`config.mk`:
```
export PLATFORM = sky130hd
export DESIGN_NAME = pbt_timebase
export DESIGN_NICKNAME = d
export VERILOG_FILES = /design/src/shared/pbt_pkg.sv /design/src/shared/pbt_chain_if.sv /design/src/logic/pbt_xtal_sync.sv /design/src/logic/pbt_chain.sv /design/src/logic/pbt_timebase.sv
export VERILOG_INCLUDE_DIRS = /design/src /design/src/shared
export SDC_FILE = /design/constraint.sdc
export NUM_CORES = 1
export LEC_CHECK = 0
export ABC_AREA = 0
export BUFFER_PORTS_ARGS = -buffer_cell sky130_fd_sc_hd__buf_2
export CORE_AREA = 2 2 67 69
export CTS_CLUSTER_SIZE = 20
export DETAILED_ROUTE_END_ITERATION = 16
export DIE_AREA = 0 0 69 71
export HOLD_SLACK_MARGIN = 0.03
export MAX_ROUTING_LAYER = met4
export PLACE_DENSITY = 0.68
export RECOVER_POWER = 25
export SYNTH_ARGS = -nofsm -noshare
export SYNTH_HDL_FRONTEND = slang
export SYNTH_SLANG_ARGS = --single-unit
```
`constraint.sdc`:
```
create_clock -name mclk_i -period 2.6 [get_ports mclk_i]
set_input_delay 0.13 -clock mclk_i [delete_from_list [all_inputs] [get_ports mclk_i]]
set_output_delay 0.13 -clock mclk_i [all_outputs]
set_load 0.1 [all_outputs]
```
`src/shared/pbt_cfg.svh`:
```
// offsets, field positions, reset values and timing figures of the periodic timebase
`ifndef PBT_CFG_SVH
`define PBT_CFG_SVH

// ----------------------------------------------------------------------------
// register map
// ----------------------------------------------------------------------------
`define PBT_ADDR_W          8
`define PBT_DATA_W          8
`define PBT_CTRL_OFS        8'h00

// ----------------------------------------------------------------------------
// control register fields
// ----------------------------------------------------------------------------
`define PBT_FLAG_BIT        7
`define PBT_RATE_MSB        6
`define PBT_RATE_LSB        4
`define PBT_ACK_BIT         3
`define PBT_IRQ_EN_BIT      2
`define PBT_RUN_BIT         1

// ----------------------------------------------------------------------------
// reset values
// ----------------------------------------------------------------------------
`define PBT_RUN_RST         1'b0
`define PBT_IRQ_EN_RST      1'b0
`define PBT_FLAG_RST        1'b0
`define PBT_RATE_RST        3'h0
`define PBT_RDATA_RST       8'h00

// ----------------------------------------------------------------------------
// divider chain and timing
// ----------------------------------------------------------------------------
`define PBT_CHAIN_W         15
`define PBT_XTAL_HZ         32768
`define PBT_MCLK_HZ         200000000
// crystal period in system clocks, rounded down; the edge detector needs at least 4
`define PBT_XTAL_CYC        (`PBT_MCLK_HZ / `PBT_XTAL_HZ)

`endif

```
`src/shared/pbt_pkg.sv`:
```
// types shared by the periodic timebase modules
package pbt_pkg;

    // ------------------------------------------------------------------------
    // rate selection codes
    // ------------------------------------------------------------------------
    typedef enum logic [2:0] {
        PBT_DIV_32768 = 3'b000,
        PBT_DIV_8192  = 3'b001,
        PBT_DIV_2048  = 3'b010,
        PBT_DIV_128   = 3'b011,
        PBT_DIV_64    = 3'b100,
        PBT_DIV_32    = 3'b101,
        PBT_DIV_16    = 3'b110,
        PBT_DIV_8     = 3'b111
    } pbt_rate_e;

    typedef logic [14:0] pbt_chain_t;
    typedef logic [3:0]  pbt_tap_t;

    // ------------------------------------------------------------------------
    // module state records
    // ------------------------------------------------------------------------
    typedef struct packed {
        logic       run;
        logic       irq_en;
        pbt_rate_e  rate;
        logic       flag;
        logic       irq;
        logic       wake;
        logic [7:0] rdata;
    } pbt_ctrl_s;

    typedef struct packed {
        logic [1:0] sync;
        logic       last;
        logic       tick;
    } pbt_sync_s;

    typedef struct packed {
        pbt_chain_t count;
    } pbt_chain_s;

endpackage

```
`src/shared/pbt_chain_if.sv`:
```
// carries the crystal tick and the divider chain controls between timebase modules
interface pbt_chain_if;
    import pbt_pkg::*;

    logic       xtal_tick;
    logic       advance;
    logic       clear;
    pbt_chain_t count;

    modport sync_m (
        output xtal_tick
    );

    modport chain_m (
        input  advance,
        input  clear,
        output count
    );

    modport ctrl_m (
        input  xtal_tick,
        input  count,
        output advance,
        output clear
    );
endinterface

```
`src/logic/pbt_xtal_sync.sv`:
```
// two-stage synchroniser and rising-edge detector for the crystal clock pin
module pbt_xtal_sync
    import pbt_pkg::*;
(
    input  wire logic mclk_i,
    input  wire logic rst_n_i,
    input  wire logic crystal_input_i,
    pbt_chain_if.sync_m chain
);

    pbt_sync_s st_q;
    pbt_sync_s st_d;

    // ------------------------------------------------------------------------
    // next state
    // ------------------------------------------------------------------------
    always_comb begin
        st_d         = st_q;
        st_d.sync[0] = crystal_input_i;
        st_d.sync[1] = st_q.sync[0];
        st_d.last    = st_q.sync[1];
        // the edge is taken only from the second stage, never the first
        st_d.tick    = st_q.sync[1] & ~st_q.last;
    end

    always_ff @(posedge mclk_i) begin
        if (!rst_n_i) begin
            st_q <= '0;
        end else begin
            st_q <= st_d;
        end
    end

    assign chain.xtal_tick = st_q.tick;

endmodule

```
`src/logic/pbt_chain.sv`:
```
// fifteen-stage divider chain clocked by crystal ticks
module pbt_chain
    import pbt_pkg::*;
(
    input  wire logic mclk_i,
    input  wire logic rst_n_i,
    pbt_chain_if.chain_m chain
);

    pbt_chain_s st_q;
    pbt_chain_s st_d;

    // ------------------------------------------------------------------------
    // next state
    // ------------------------------------------------------------------------
    always_comb begin
        st_d = st_q;
        if (chain.clear) begin
            st_d.count = '0;
        end else if (chain.advance) begin
            st_d.count = st_q.count + pbt_chain_t'(1);
        end
    end

    always_ff @(posedge mclk_i) begin
        if (!rst_n_i) begin
            st_q <= '0;
        end else begin
            st_q <= st_d;
        end
    end

    assign chain.count = st_q.count;

endmodule

```
`src/logic/pbt_timebase.sv`:
```
// periodic timebase: control register, rate tap select, rollover flag and interrupt
//
// Chosen here: the address map and strobed register access.
`include "pbt_cfg.svh"
module pbt_timebase
    import pbt_pkg::*;
(
    input  wire logic                   mclk_i,
    input  wire logic                   rst_n_i,
    input  wire logic [`PBT_ADDR_W-1:0] reg_addr_i,
    input  wire logic [`PBT_DATA_W-1:0] reg_wdata_i,
    input  wire logic                   reg_wr_i,
    input  wire logic                   reg_rd_i,
    output logic      [`PBT_DATA_W-1:0] reg_rdata_o,
    input  wire logic                   crystal_input_i,
    input  wire logic                   wait_mode_i,
    input  wire logic                   stop_mode_i,
    input  wire logic                   osc_run_in_stop_i,
    output logic                        rollover_irq_o,
    output logic                        stop_wakeup_o,
    output logic                        timebase_active_o
);

    // ------------------------------------------------------------------------
    // declarations
    // ------------------------------------------------------------------------
    pbt_ctrl_s  st_q;
    pbt_ctrl_s  st_d;

    pbt_chain_if chain ();

    logic       osc_alive;
    logic       bus_open;
    logic       hit_ctrl;
    logic       wr_ctrl;
    logic       rd_ctrl;
    logic       rollover;
    logic       ack_req;
    pbt_tap_t   tap_idx;
    pbt_chain_t tap_mask;
    pbt_chain_t tap_bit;

    // ------------------------------------------------------------------------
    // submodules
    // ------------------------------------------------------------------------
    pbt_xtal_sync u_sync (
        .mclk_i          (mclk_i),
        .rst_n_i         (rst_n_i),
        .crystal_input_i (crystal_input_i),
        .chain           (chain.sync_m)
    );

    pbt_chain u_chain (
        .mclk_i  (mclk_i),
        .rst_n_i (rst_n_i),
        .chain   (chain.chain_m)
    );

    // ------------------------------------------------------------------------
    // tap selection
    // ------------------------------------------------------------------------
    // the flag is raised when the chosen chain bit rises; a bit of weight d/2
    // first rises d/2 ticks after clearing and then every d ticks
    function automatic pbt_tap_t tap_of(input pbt_rate_e rate);
        pbt_tap_t idx;
        idx = 4'h0;
        unique case (rate)
            PBT_DIV_32768: idx = 4'he;
            PBT_DIV_8192:  idx = 4'hc;
            PBT_DIV_2048:  idx = 4'ha;
            PBT_DIV_128:   idx = 4'h6;
            PBT_DIV_64:    idx = 4'h5;
            PBT_DIV_32:    idx = 4'h4;
            PBT_DIV_16:    idx = 4'h3;
            PBT_DIV_8:     idx = 4'h2;
        endcase
        return idx;
    endfunction

    assign tap_idx  = tap_of(st_q.rate);
    assign tap_bit  = pbt_chain_t'(1) << tap_idx;
    assign tap_mask = tap_bit - pbt_chain_t'(1);

    // tap bit rises on this advance
    assign rollover = chain.advance
                    & ((chain.count & tap_bit) == '0)
                    & ((chain.count & tap_mask) == tap_mask);

    // ------------------------------------------------------------------------
    // low power gating
    // ------------------------------------------------------------------------
    // oscillator stalls in stop unless allowed
    assign osc_alive = ~stop_mode_i | osc_run_in_stop_i;

    assign bus_open  = ~wait_mode_i & ~stop_mode_i;

    assign chain.advance = chain.xtal_tick & st_q.run & osc_alive;
    assign chain.clear   = ~st_q.run;

    // ------------------------------------------------------------------------
    // register decode
    // ------------------------------------------------------------------------
    // unmapped addresses read zero and swallow writes
    assign hit_ctrl = (reg_addr_i == `PBT_CTRL_OFS);
    assign wr_ctrl  = reg_wr_i & hit_ctrl & bus_open;
    assign rd_ctrl  = reg_rd_i & hit_ctrl & bus_open;
    assign ack_req  = wr_ctrl & reg_wdata_i[`PBT_ACK_BIT];

    // ------------------------------------------------------------------------
    // next state
    // ------------------------------------------------------------------------
    always_comb begin
        st_d       = st_q;
        st_d.rdata = `PBT_RDATA_RST;

        if (wr_ctrl) begin
            st_d.run    = reg_wdata_i[`PBT_RUN_BIT];
            st_d.irq_en = reg_wdata_i[`PBT_IRQ_EN_BIT];
            // rate changes while running are taken as written; software keeps
            // rate fixed while running
            st_d.rate   = pbt_rate_e'(reg_wdata_i[`PBT_RATE_MSB:`PBT_RATE_LSB]);
        end

        if (ack_req) begin
            st_d.flag = 1'b0;
        end
        // rollover sets flag, winning over a same-cycle acknowledge
        if (rollover) begin
            st_d.flag = 1'b1;
        end

        st_d.irq  = st_d.flag & st_d.irq_en;
        st_d.wake = st_d.irq & stop_mode_i & osc_alive;

        if (rd_ctrl) begin
            st_d.rdata[`PBT_FLAG_BIT]                 = st_q.flag;
            st_d.rdata[`PBT_RATE_MSB:`PBT_RATE_LSB]   = st_q.rate;
            st_d.rdata[`PBT_ACK_BIT]                  = 1'b0;
            st_d.rdata[`PBT_IRQ_EN_BIT]               = st_q.irq_en;
            st_d.rdata[`PBT_RUN_BIT]                  = st_q.run;
        end
    end

    // ------------------------------------------------------------------------
    // state register
    // ------------------------------------------------------------------------
    always_ff @(posedge mclk_i) begin
        if (!rst_n_i) begin
            st_q.run    <= `PBT_RUN_RST;
            st_q.irq_en <= `PBT_IRQ_EN_RST;
            st_q.rate   <= pbt_rate_e'(`PBT_RATE_RST);
            st_q.flag   <= `PBT_FLAG_RST;
            st_q.irq    <= 1'b0;
            st_q.wake   <= 1'b0;
            st_q.rdata  <= `PBT_RDATA_RST;
        end else begin
            st_q <= st_d;
        end
    end

    // ------------------------------------------------------------------------
    // outputs
    // ------------------------------------------------------------------------
    assign reg_rdata_o       = st_q.rdata;
    assign rollover_irq_o    = st_q.irq;
    assign stop_wakeup_o     = st_q.wake;
    assign timebase_active_o = st_q.run & osc_alive;

endmodule

```
==> impl_metrics.toml, run 1 <==
[pwr]
ir_drop_uv = 286
power.total_uw = 1030
pwr_density_cell_nw_per_um2 = 457
p_leak_uw = 0.000884

[clock_tree]
worstSkewPairLatency_ns = 0.29
holdBufCountCts = 0
clock-sinks = 37
cts_made_buffers = 5
clk_pin_slew_ns = 0.07
htree_levels = 2
cts_tree = "done"
cts_buffer_depth = 2
post_cts_resize_count = 0
cts_setup_buffers = 0
cts-root-buf = "clkbuf_8"

[die]
die_h_um = 71
placementRows = 24
dieArea_um2 = 4900
start_util = 0.483
die_width_um = 69
io_pins = 35
coreArea_um2 = 4200

[setup_path]
cp-start-kind = "flop"
path_cells = "or2_2 -> or3_1 -> ha_1 -> or4_1 -> a41oi_1 -> a41oi_2 -> nand3_1 -> o21ai_1"
crit_slowest_cell = "or4_1"
slowest_delay_ns = 0.40
critPathMaxFanout = 4
path_class = "reg2reg"
worstPathArrival_ns = 2.42
required_ns = 2.78
critPathCaptureType = "flop"

[timing]
final.period_utilization = 0.863
fmax_mhz = 446
drv_slew = 0
rsz0062_at_grt = "no"
tightest_slew_ns = 1.16
fin_ws_ns = 0.356
finalClockSkew_ns = 0.00576
slew_headroom = 0.232
setup_viol = 0
hold_viol = 0
fin_tns_setup_ns = 0
period_minus_slack_ns = 2.24

[placed_design]
globalplace.congestion = 0.888
dp_cells = 301
dpl.hpwl_mm = 2.97
dpl-instance-area_um2 = 2160
place_ws_ns = 0.376
io_buffers = 30

[synth]
syn_area_um2 = 2030
yosysTopAreaCell = "dfxtp_1"
avgSynthCellArea_um2 = 8.64
synth.area.top_cells = "dfxtp_1 36%, mux2i_1 3.9%, xnor2_1 3.9%"
synth_most_common_cell = "dfxtp_1"
yosysSeqAreaShare = 0.365
synth_top_area_share = 0.365
synthTopCellsByCount = "37 x dfxtp_1, 18 x nor2_1, 14 x nand2_1, 11 x and2_1, 10 x nand3_1"
synth_cell_types = 57
synth_edf_count = 0
synth-main-ff-cell = "dfxtp_1"
synth_warnings = 0
synthArstFlopShare = 0
syn_inst = 235
synth-seq-cells = 37

[routing]
vias_per_cell = 5.57
drt-wirelength-per-cell_um = 13.4
drt_pass1_iterations = 4
drcViolationCount = 0
postRouteAntennaNets = 0
drtIter0Drc = 121
num_vias = 1720
totalWireLength_mm = 4.15

[global_route]
grt_pass1_vias = 1504
track_usage = 0.179
grt_pass1_wl_mm = 6.86
grt_overflow_total = 0
busiest_layer = "met2"
grtUsageMet3 = 0.0456
antenna_found_initial = 0
met1_usage = 0.228
grt_util_met2 = 0.278
grt_max_degree = 23

[cells_and_area]
diodes = 0
nNetsFinal = 282
stdcell_count = 309
syn_to_final_growth_pct = 10.8
drive_gt1_frac = 0.198
final.fill_count = 418
finalInstanceArea_um2 = 2250

[worst_hold_path]
holdCritPathClass = "in2reg"

[status]
status = "complete, no violations"

[job]
maxCapViolCount = 0
## routing by layer
layer / vias to the layer above / wire length, µm / part of all wire
met4: 0 / 58 / 0.014
met5: - / 0 / 0
met3: 7 / 185 / 0.045
li1: 871 / - / -
met1: 809 / 1950 / 0.47
met2: 33 / 1960 / 0.47
## worst paths after layout
check	startpoint	end	slack, ns	cells after the start
setup / recovery	tap_idx[1]	st_q[10]	0.36	8
hold / removal	crystal_input_i	u_sync.st_d[3]	0.05	2
setup reg to reg	tap_idx[1]	st_q[10]	0.36	8
hold reg to reg	u_sync.st_q[1]	u_sync.chain.xtal_tick	0.39	1
## area by class of cell
type                       instances  area, µm²  share of cell area
multi-input combinational        169       1130               0.502
timing repair buffer              36        193              0.0857
clock buffer                       6       82.6              0.0367
tap                               52       65.1              0.0289
inverter                           7       26.3              0.0117
sequential                        37        741               0.329
clock inverter                     2       13.8             0.00612
## flip-flops by register name, summed over array words and instances (netlist names)
register                count
st_q                        6
u_sync.chain.xtal_tick      1
u_sync.st_q                 1
tap_idx                     4
rollover_irq_o              1
stop_wakeup_o               1
u_chain.chain.count        15
u_sync.st_d                 2
reg_rdata_o                 6
## logic make-up (layout without fill, tap and decap cells)
| kind of cell | count (synthesis) | count (layout) | share of synthesized area |
|---|---|---|---|
| buffers and inverters | 30 | 51 | 0.0782 |
| adder cells (fa/ha/maj) | 2 | 2 | 0.0123 |
| AND/OR/NAND/NOR | 108 | 108 | 0.312 |
| flip-flops | 37 | 37 | 0.365 |
| multiplexers | 10 | 10 | 0.0561 |
| other | 1 | 2 | 0.00185 |
| AO/OA/AOI/OAI | 37 | 37 | 0.132 |
| XOR/XNOR | 10 | 10 | 0.0431 |
## where the power goes
group,switching (µW),internal [µW]
Clock,203,215
Sequential,0.697,569
Combinational,27.1,14.7
## metrics by stage
step | hold WS [ns] | util
6_report | 0.0476 | 0.535
5_1_grt | 0.0436 | 0.535
4_1_cts | 0.0414 | 0.537
3_5_place_dp | 0.342 | 0.514
3_3_place_gp | 0.342 | 0.514
2_1_floorplan | 0.257 | -
## worst max-delay path: cells and delay by family, from the launching register on
| family | cells | cell delay (ns) |
|---|---|---|
| compound gates | 3 | 0.44 |
| fa+ha+maj | 1 | 0.23 |
| flops | 1 | 0.31 |
| simple gates | 4 | 1.15 |
## placed cells by master (no fill, tap or decap), types with 3 or more instances in the layout
cell type,n
nor2b_1,6
mux2i_1,8
or3_1,5
nand3_1,10
o21ai_0,7
and2_0,5
nand2b_1,4
nand3b_1,8
clkbuf_8,6
o21ai_1,3
nor4_1,8
nor3_1,3
nor4b_1,3
buf_2,28
dfxtp_1,37
xnor2_1,9
inv_1,7
nand2_1,14
and2_1,6
nand4_1,5
nor2_1,18
a21oi_1,6
buf_4,6
Note: power is estimated with default switching activity, not from simulation.
==> inputs of run 2 (changes only) <==
Settings changed: ABC_AREA 0 to 1, CORE_AREA 2 2 67 69 to 2 2 72 74, DIE_AREA 0 0 69 71 to 0 0 74 76, PLACE_DENSITY 0.68 to 0.56.
==> impl_metrics.toml, run 2 <==
[timing]
final.period_utilization = 0.793
hold_viol = 0
fmax_mhz = 485
period_minus_slack_ns = 2.06
fin_tns_setup_ns = 0
setup_viol = 0
drv_slew = 0
rsz0062_at_grt = "no"
finalClockSkew_ns = 0.00388

[setup_path]
crit_end = "stop_wakeup_o"
worstPathArrival_ns = 2.29
cp-start-kind = "flop"
r2r-start = "tap_idx[0]"
startpoint = "tap_idx[0]"
required_ns = 2.83
critPathMaxFanout = 5
path_class = "reg2reg"
critPathCaptureType = "flop"
rr_endpoint = "stop_wakeup_o"
regToRegSetupSlack_ns = 0.54
r2r_cells = 14

[global_route]
track_usage = 0.172
grt_pass1_vias = 1684
grt_max_degree = 12
antenna_found_initial = 0
grt_pass1_wl_mm = 7.33
grt_overflow_total = 0

[cells_and_area]
drive_gt1_frac = 0.166
diodes = 0
largest_register_ffs = 15
layout_common_cells = "75 x nand2_1, 46 x nor2_1, 37 x dfxtp_1, 33 x inv_1, 30 x buf_2"
fin_util = 0.441
stdcell_count = 390
layout_commonest_cell = "nand2_1"
syn_to_final_growth_pct = 15.1
nNetsFinal = 345
final.fill_count = 537

[routing]
wl_met2_mm = 1.92
totalWireLength_mm = 4.35
drt_pass1_iterations = 4
drt-wirelength-per-cell_um = 11.2
wl_met1_mm = 2.12
top_layer = "met4"
drcViolationCount = 0
num_vias = 1811
vias_per_cell = 4.64
dr_wl_met3_um = 205
drtIter0Drc = 120
postRouteAntennaNets = 0

[pwr]
p_switching_uw = 223
sequentialPowerShare = 0.544
pwr-share-clk = 0.418
pwr-share-comb = 0.037
ir_drop_uv = 260
p_sw_frac = 0.213
power.internal_uw = 823
p_leak_uw = 0.00100
pwr_density_cell_nw_per_um2 = 482

[synth]
syn_inst = 290
avgSynthCellArea_um2 = 6.49
yosysSeqAreaShare = 0.393
synth_most_common_cell = "nand2_1"
synthTopCellsByCount = "75 x nand2_1, 46 x nor2_1, 37 x dfxtp_1, 33 x inv_1, 20 x nand3_1"
synth.area.top_cells = "dfxtp_1 39%, nand2_1 15%, nor2_1 9.2%"
yosysTopAreaCell = "dfxtp_1"
synth_top_area_share = 0.393
synth_warnings = 0
synth-main-ff-cell = "dfxtp_1"
synth-seq-cells = 37
syn_area_um2 = 1880
synthArstFlopShare = 0
synth_cell_types = 25
synth_edf_count = 0

[placed_design]
io_buffers = 30
dpl.hpwl_mm = 3.42
dp_cells = 381
globalplace.congestion = 0.951

[clock_tree]
clk_pin_slew_ns = 0.07
cts_buffer_depth = 2
htree_levels = 2
worstSkewPairLatency_ns = 0.29
post_cts_resize_count = 0
cts-root-buf = "clkbuf_8"
cts_tree = "done"
cts_made_buffers = 5
cts_setup_buffers = 0
clock-sinks = 37

[die]
coreArea_um2 = 4910
dieArea_um2 = 5620
placementRows = 26
start_util = 0.383
io_pins = 35
die_width_um = 74
die_h_um = 76

[worst_hold_path]
holdCritPathClass = "in2reg"
hold_start = "osc_run_in_stop_i"

[status]
status = "complete, no violations"

[job]
maxCapViolCount = 0
## run 2: cell types whose count changed after synthesis, sizes merged, moves of 9 or more
cell and change:
a21oi +12, nor4 -9, and2 -10, mux2i -9
nand2 +61, nand3 +10, inv +32, nor2 +34
## run 2: critical path: stages (launching register included)
cell	delay, ns
dfxtp_1	0.43
inv_2	0.05
nor2_1	0.29
nand2_1	0.11
ha_1	0.29
nor2_1	0.03
a21oi_1	0.11
nand3_1	0.09
nor2_1	0.12
nand2_1	0.05
nor2_1	0.10
nand3_1	0.08
nand2_1	0.08
nand2_1	0.08
nor2_1	0.08
## run 2: worst min path at each step
| stage | slack [ns] | end | depth (start not counted) |
|---|---|---|---|
| 2_1_floorplan | 0.23 | u_sync.st_d[3] | 2 |
| 3_3_place_gp | 0.32 | u_sync.st_d[3] | 3 |
| 3_5_place_dp | 0.33 | u_sync.st_d[3] | 3 |
| 4_1_cts | 0.07 | stop_wakeup_o | 3 |
| 5_1_grt | 0.09 | stop_wakeup_o | 3 |
| 6_report | 0.08 | stop_wakeup_o | 3 |
## run 2: layer usage
metal  track usage  up-vias
met5             -        -
li1              -      963
met2         0.248       38
met3        0.0410       10
met1         0.226      800
met4        0.0745        0
## run 2: power groups by stage
| stage | combinational, µW | clock (µW) | sequential [µW] |
|---|---|---|---|
| after floorplan | 22.9 | 0 | 582 |
| after global placement | 37.5 | 0 | 582 |
| after detailed placement | 37.9 | 0 | 583 |
| after CTS | 39.1 | 453 | 569 |
| after global routing | 42.9 | 479 | 569 |
| final | 38.9 | 438 | 569 |
## run 2: cells by family (layout without fill, tap and decap cells)
family | count (synthesis) | in the layout | synth area share
simple gates | 163 | 163 | 0.366
compound gates | 35 | 35 | 0.0977
buf+inv | 49 | 78 | 0.114
flops | 37 | 37 | 0.393
xor+xnor | 3 | 3 | 0.0140
other cells | 1 | 2 | 0.00199
fa+ha+maj | 2 | 2 | 0.0133
## run 2: cell type report
type | instances | area (µm²) | share of cell area
Multi-Input combinational cell | 205 | 932 | 0.430
Sequential cell | 37 | 741 | 0.342
Timing Repair Buffer | 31 | 160 | 0.0739
Inverter | 39 | 146 | 0.0675
Clock buffer | 7 | 96.3 | 0.0444
Tap cell | 70 | 87.6 | 0.0404
Clock inverter | 1 | 5.00 | 0.00231
## run 2: repair_timing
action / 4_1_cts / 5_1_grt
hold buffers: 1 / 0
endpoints found under the hold margin: 1 / 0
endpoints found under the setup margin: 0 / 0
## run 2: through the flow
stage / worst slack (ns) / instance area, µm² / total power, µW / hold slack (ns)
6_report: 0.537 / 2170 / 1050 / 0.0782
5_1_grt: 0.326 / 2170 / 1090 / 0.0907
4_1_cts: 0.541 / 2170 / 1060 / 0.0694
3_5_place_dp: 0.575 / 2060 / 620 / 0.329
3_3_place_gp: 0.556 / 2060 / 620 / 0.322
2_1_floorplan: 0.620 / 1890 / 605 / 0.228
==> inputs of run 3 (changes only) <==
Settings changed: PLACE_DENSITY 0.56 to 0.59.
Clock period 2.6 ns to 1.83 ns, I/O delays scaled along.
==> impl_metrics.toml, run 3 (same netlist as run 2, synthesis figures left out) <==
[status]
status = "complete, no violations"

[global_route]
grt_pass1_wl_mm = 7.43
antenna_found_initial = 0
track_usage = 0.172
grt_pass1_vias = 1744
grt_overflow_total = 0
grt_max_degree = 12

[clock_tree]
cts_made_buffers = 5
worstSkewPairLatency_ns = 0.29
htree_levels = 2
clock-sinks = 37
cts-root-buf = "clkbuf_8"
clk_pin_slew_ns = 0.07
cts_buffer_depth = 2
cts_tree = "done"

[routing]
totalWireLength_mm = 4.25
drcViolationCount = 0
postRouteAntennaNets = 0
drt_pass1_iterations = 4
vias_per_cell = 4.60
drt-wirelength-per-cell_um = 10.6
num_vias = 1848
drtIter0Drc = 112

[worst_hold_path]
hold_end = "stop_wakeup_o"
min_path_cells = 3
holdCritPathClass = "in2reg"
hold_start = "osc_run_in_stop_i"

[setup_path]
critPathCaptureType = "flop"
regToRegSetupSlack_ns = 0.15
path_class = "reg2reg"
path_cells = "nor2_2 -> nand2_2 -> ha_1 -> inv_1 -> nor2_1 -> nor2_1 -> nand2_1 -> nand2_1 -> nor2_1 -> nand2_1 -> nor2_1 -> nand3_1 -> nand2_1 -> nand2_1 -> nor2_1"
cp-start-kind = "flop"
slowest_delay_ns = 0.40
required_ns = 2.06
r2r-start = "tap_idx[1]"
r2r_cells = 15
cp_top_family = "simple AND/OR/NAND/NOR gates"
crit_slowest_cell = "dfxtp_1"
rr_endpoint = "stop_wakeup_o"
crit_buf_inv = 1
critPathMaxFanout = 4
worstPathArrival_ns = 1.91

[timing]
drv_slew = 0
fmax_mhz = 594
final.period_utilization = 0.919
setup_viol = 0
holdWs_ns = 0.0471
hold_viol = 0
period_minus_slack_ns = 1.68
rsz0062_at_grt = "yes"
finalClockSkew_ns = 0.00955

[placed_design]
dpl.hpwl_mm = 3.43
dp_cells = 391
globalplace.congestion = 0.911
io_buffers = 30
dpl-instance-area_um2 = 2140

[die]
dieArea_um2 = 5620
die_h_um = 76
io_pins = 35
die_width_um = 74
start_util = 0.383
placementRows = 26
coreArea_um2 = 4910

[pwr]
pwr_density_cell_nw_per_um2 = 654
p_leak_uw = 0.00106
power.total_uw = 1490
ir_drop_uv = 307

[cells_and_area]
fin_util = 0.464
nNetsFinal = 357
finalInstanceArea_um2 = 2280
diodes = 0
layout_common_cells = "74 x nand2_1, 45 x nor2_1, 35 x dfxtp_1, 33 x inv_1, 30 x buf_2"
largest_register_ffs = 15
final.fill_count = 521
syn_to_final_growth_pct = 21.1
stdcell_count = 402
drive_gt1_frac = 0.211
layout_commonest_cell = "nand2_1"

[job]
maxCapViolCount = 0
[run 3: layer usage]
layer | part of all wire | global-route usage | vias up | wire length [µm]
li1 | - | - | 986 | -
met1 | 0.47 | 0.219 | 805 | 1990
met2 | 0.47 | 0.262 | 49 | 2000
met3 | 0.043 | 0.0357 | 8 | 184
met4 | 0.018 | 0.0691 | 0 | 77
met5 | 0 | - | - | 0
[run 3: per-stage QoR]
stage               worst slack, ns  setup TNS, ns
floorplan                     0.126              0
global placement             0.0703              0
detailed placement           0.0388              0
CTS                          0.0291              0
global route                -0.0722         -0.140
finish                        0.148              0
[run 3: how the worst max path moves through the flow]
stage	depth (start not counted)	end	startpoint	slack (ns)
after global routing	13	stop_wakeup_o	tap_idx[2]	-0.07
after detailed placement	13	stop_wakeup_o	tap_idx[3]	0.04
after floorplan	13	stop_wakeup_o	tap_idx[3]	0.13
after CTS	13	stop_wakeup_o	tap_idx[3]	0.03
final	15	stop_wakeup_o	tap_idx[1]	0.15
after global placement	13	stop_wakeup_o	tap_idx[3]	0.07
[run 3: timing repair]
item / 4_1_cts / 5_1_grt
hold buffers: 1 / 0
endpoints found under the setup margin: 0 / 3
buffers inserted: 0 / 2
gates resized for setup: 0 / 6
hold endpoints to repair: 1 / 0
[run 3: power breakdown]
part | internal [µW] | switching [µW]
Clock | 340 | 287
Sequential | 808 | 0.937
Combinational | 21.1 | 34.8
[run 3: final cells by class]
type	instances	area, µm²	share of cell area
clock buffer	7	96.3	0.0423
clock inverter	1	5.00	0.00220
inverter	39	146	0.0642
multi-input combinational	205	951	0.417
sequential	37	743	0.326
tap	70	87.6	0.0384
timing repair buffer	43	250	0.110
[run 3: tightest hold or removal path, cell delays in order]
cell     delay [ns]
buf_2          0.10
nand2_1        0.06
nor2_1         0.04
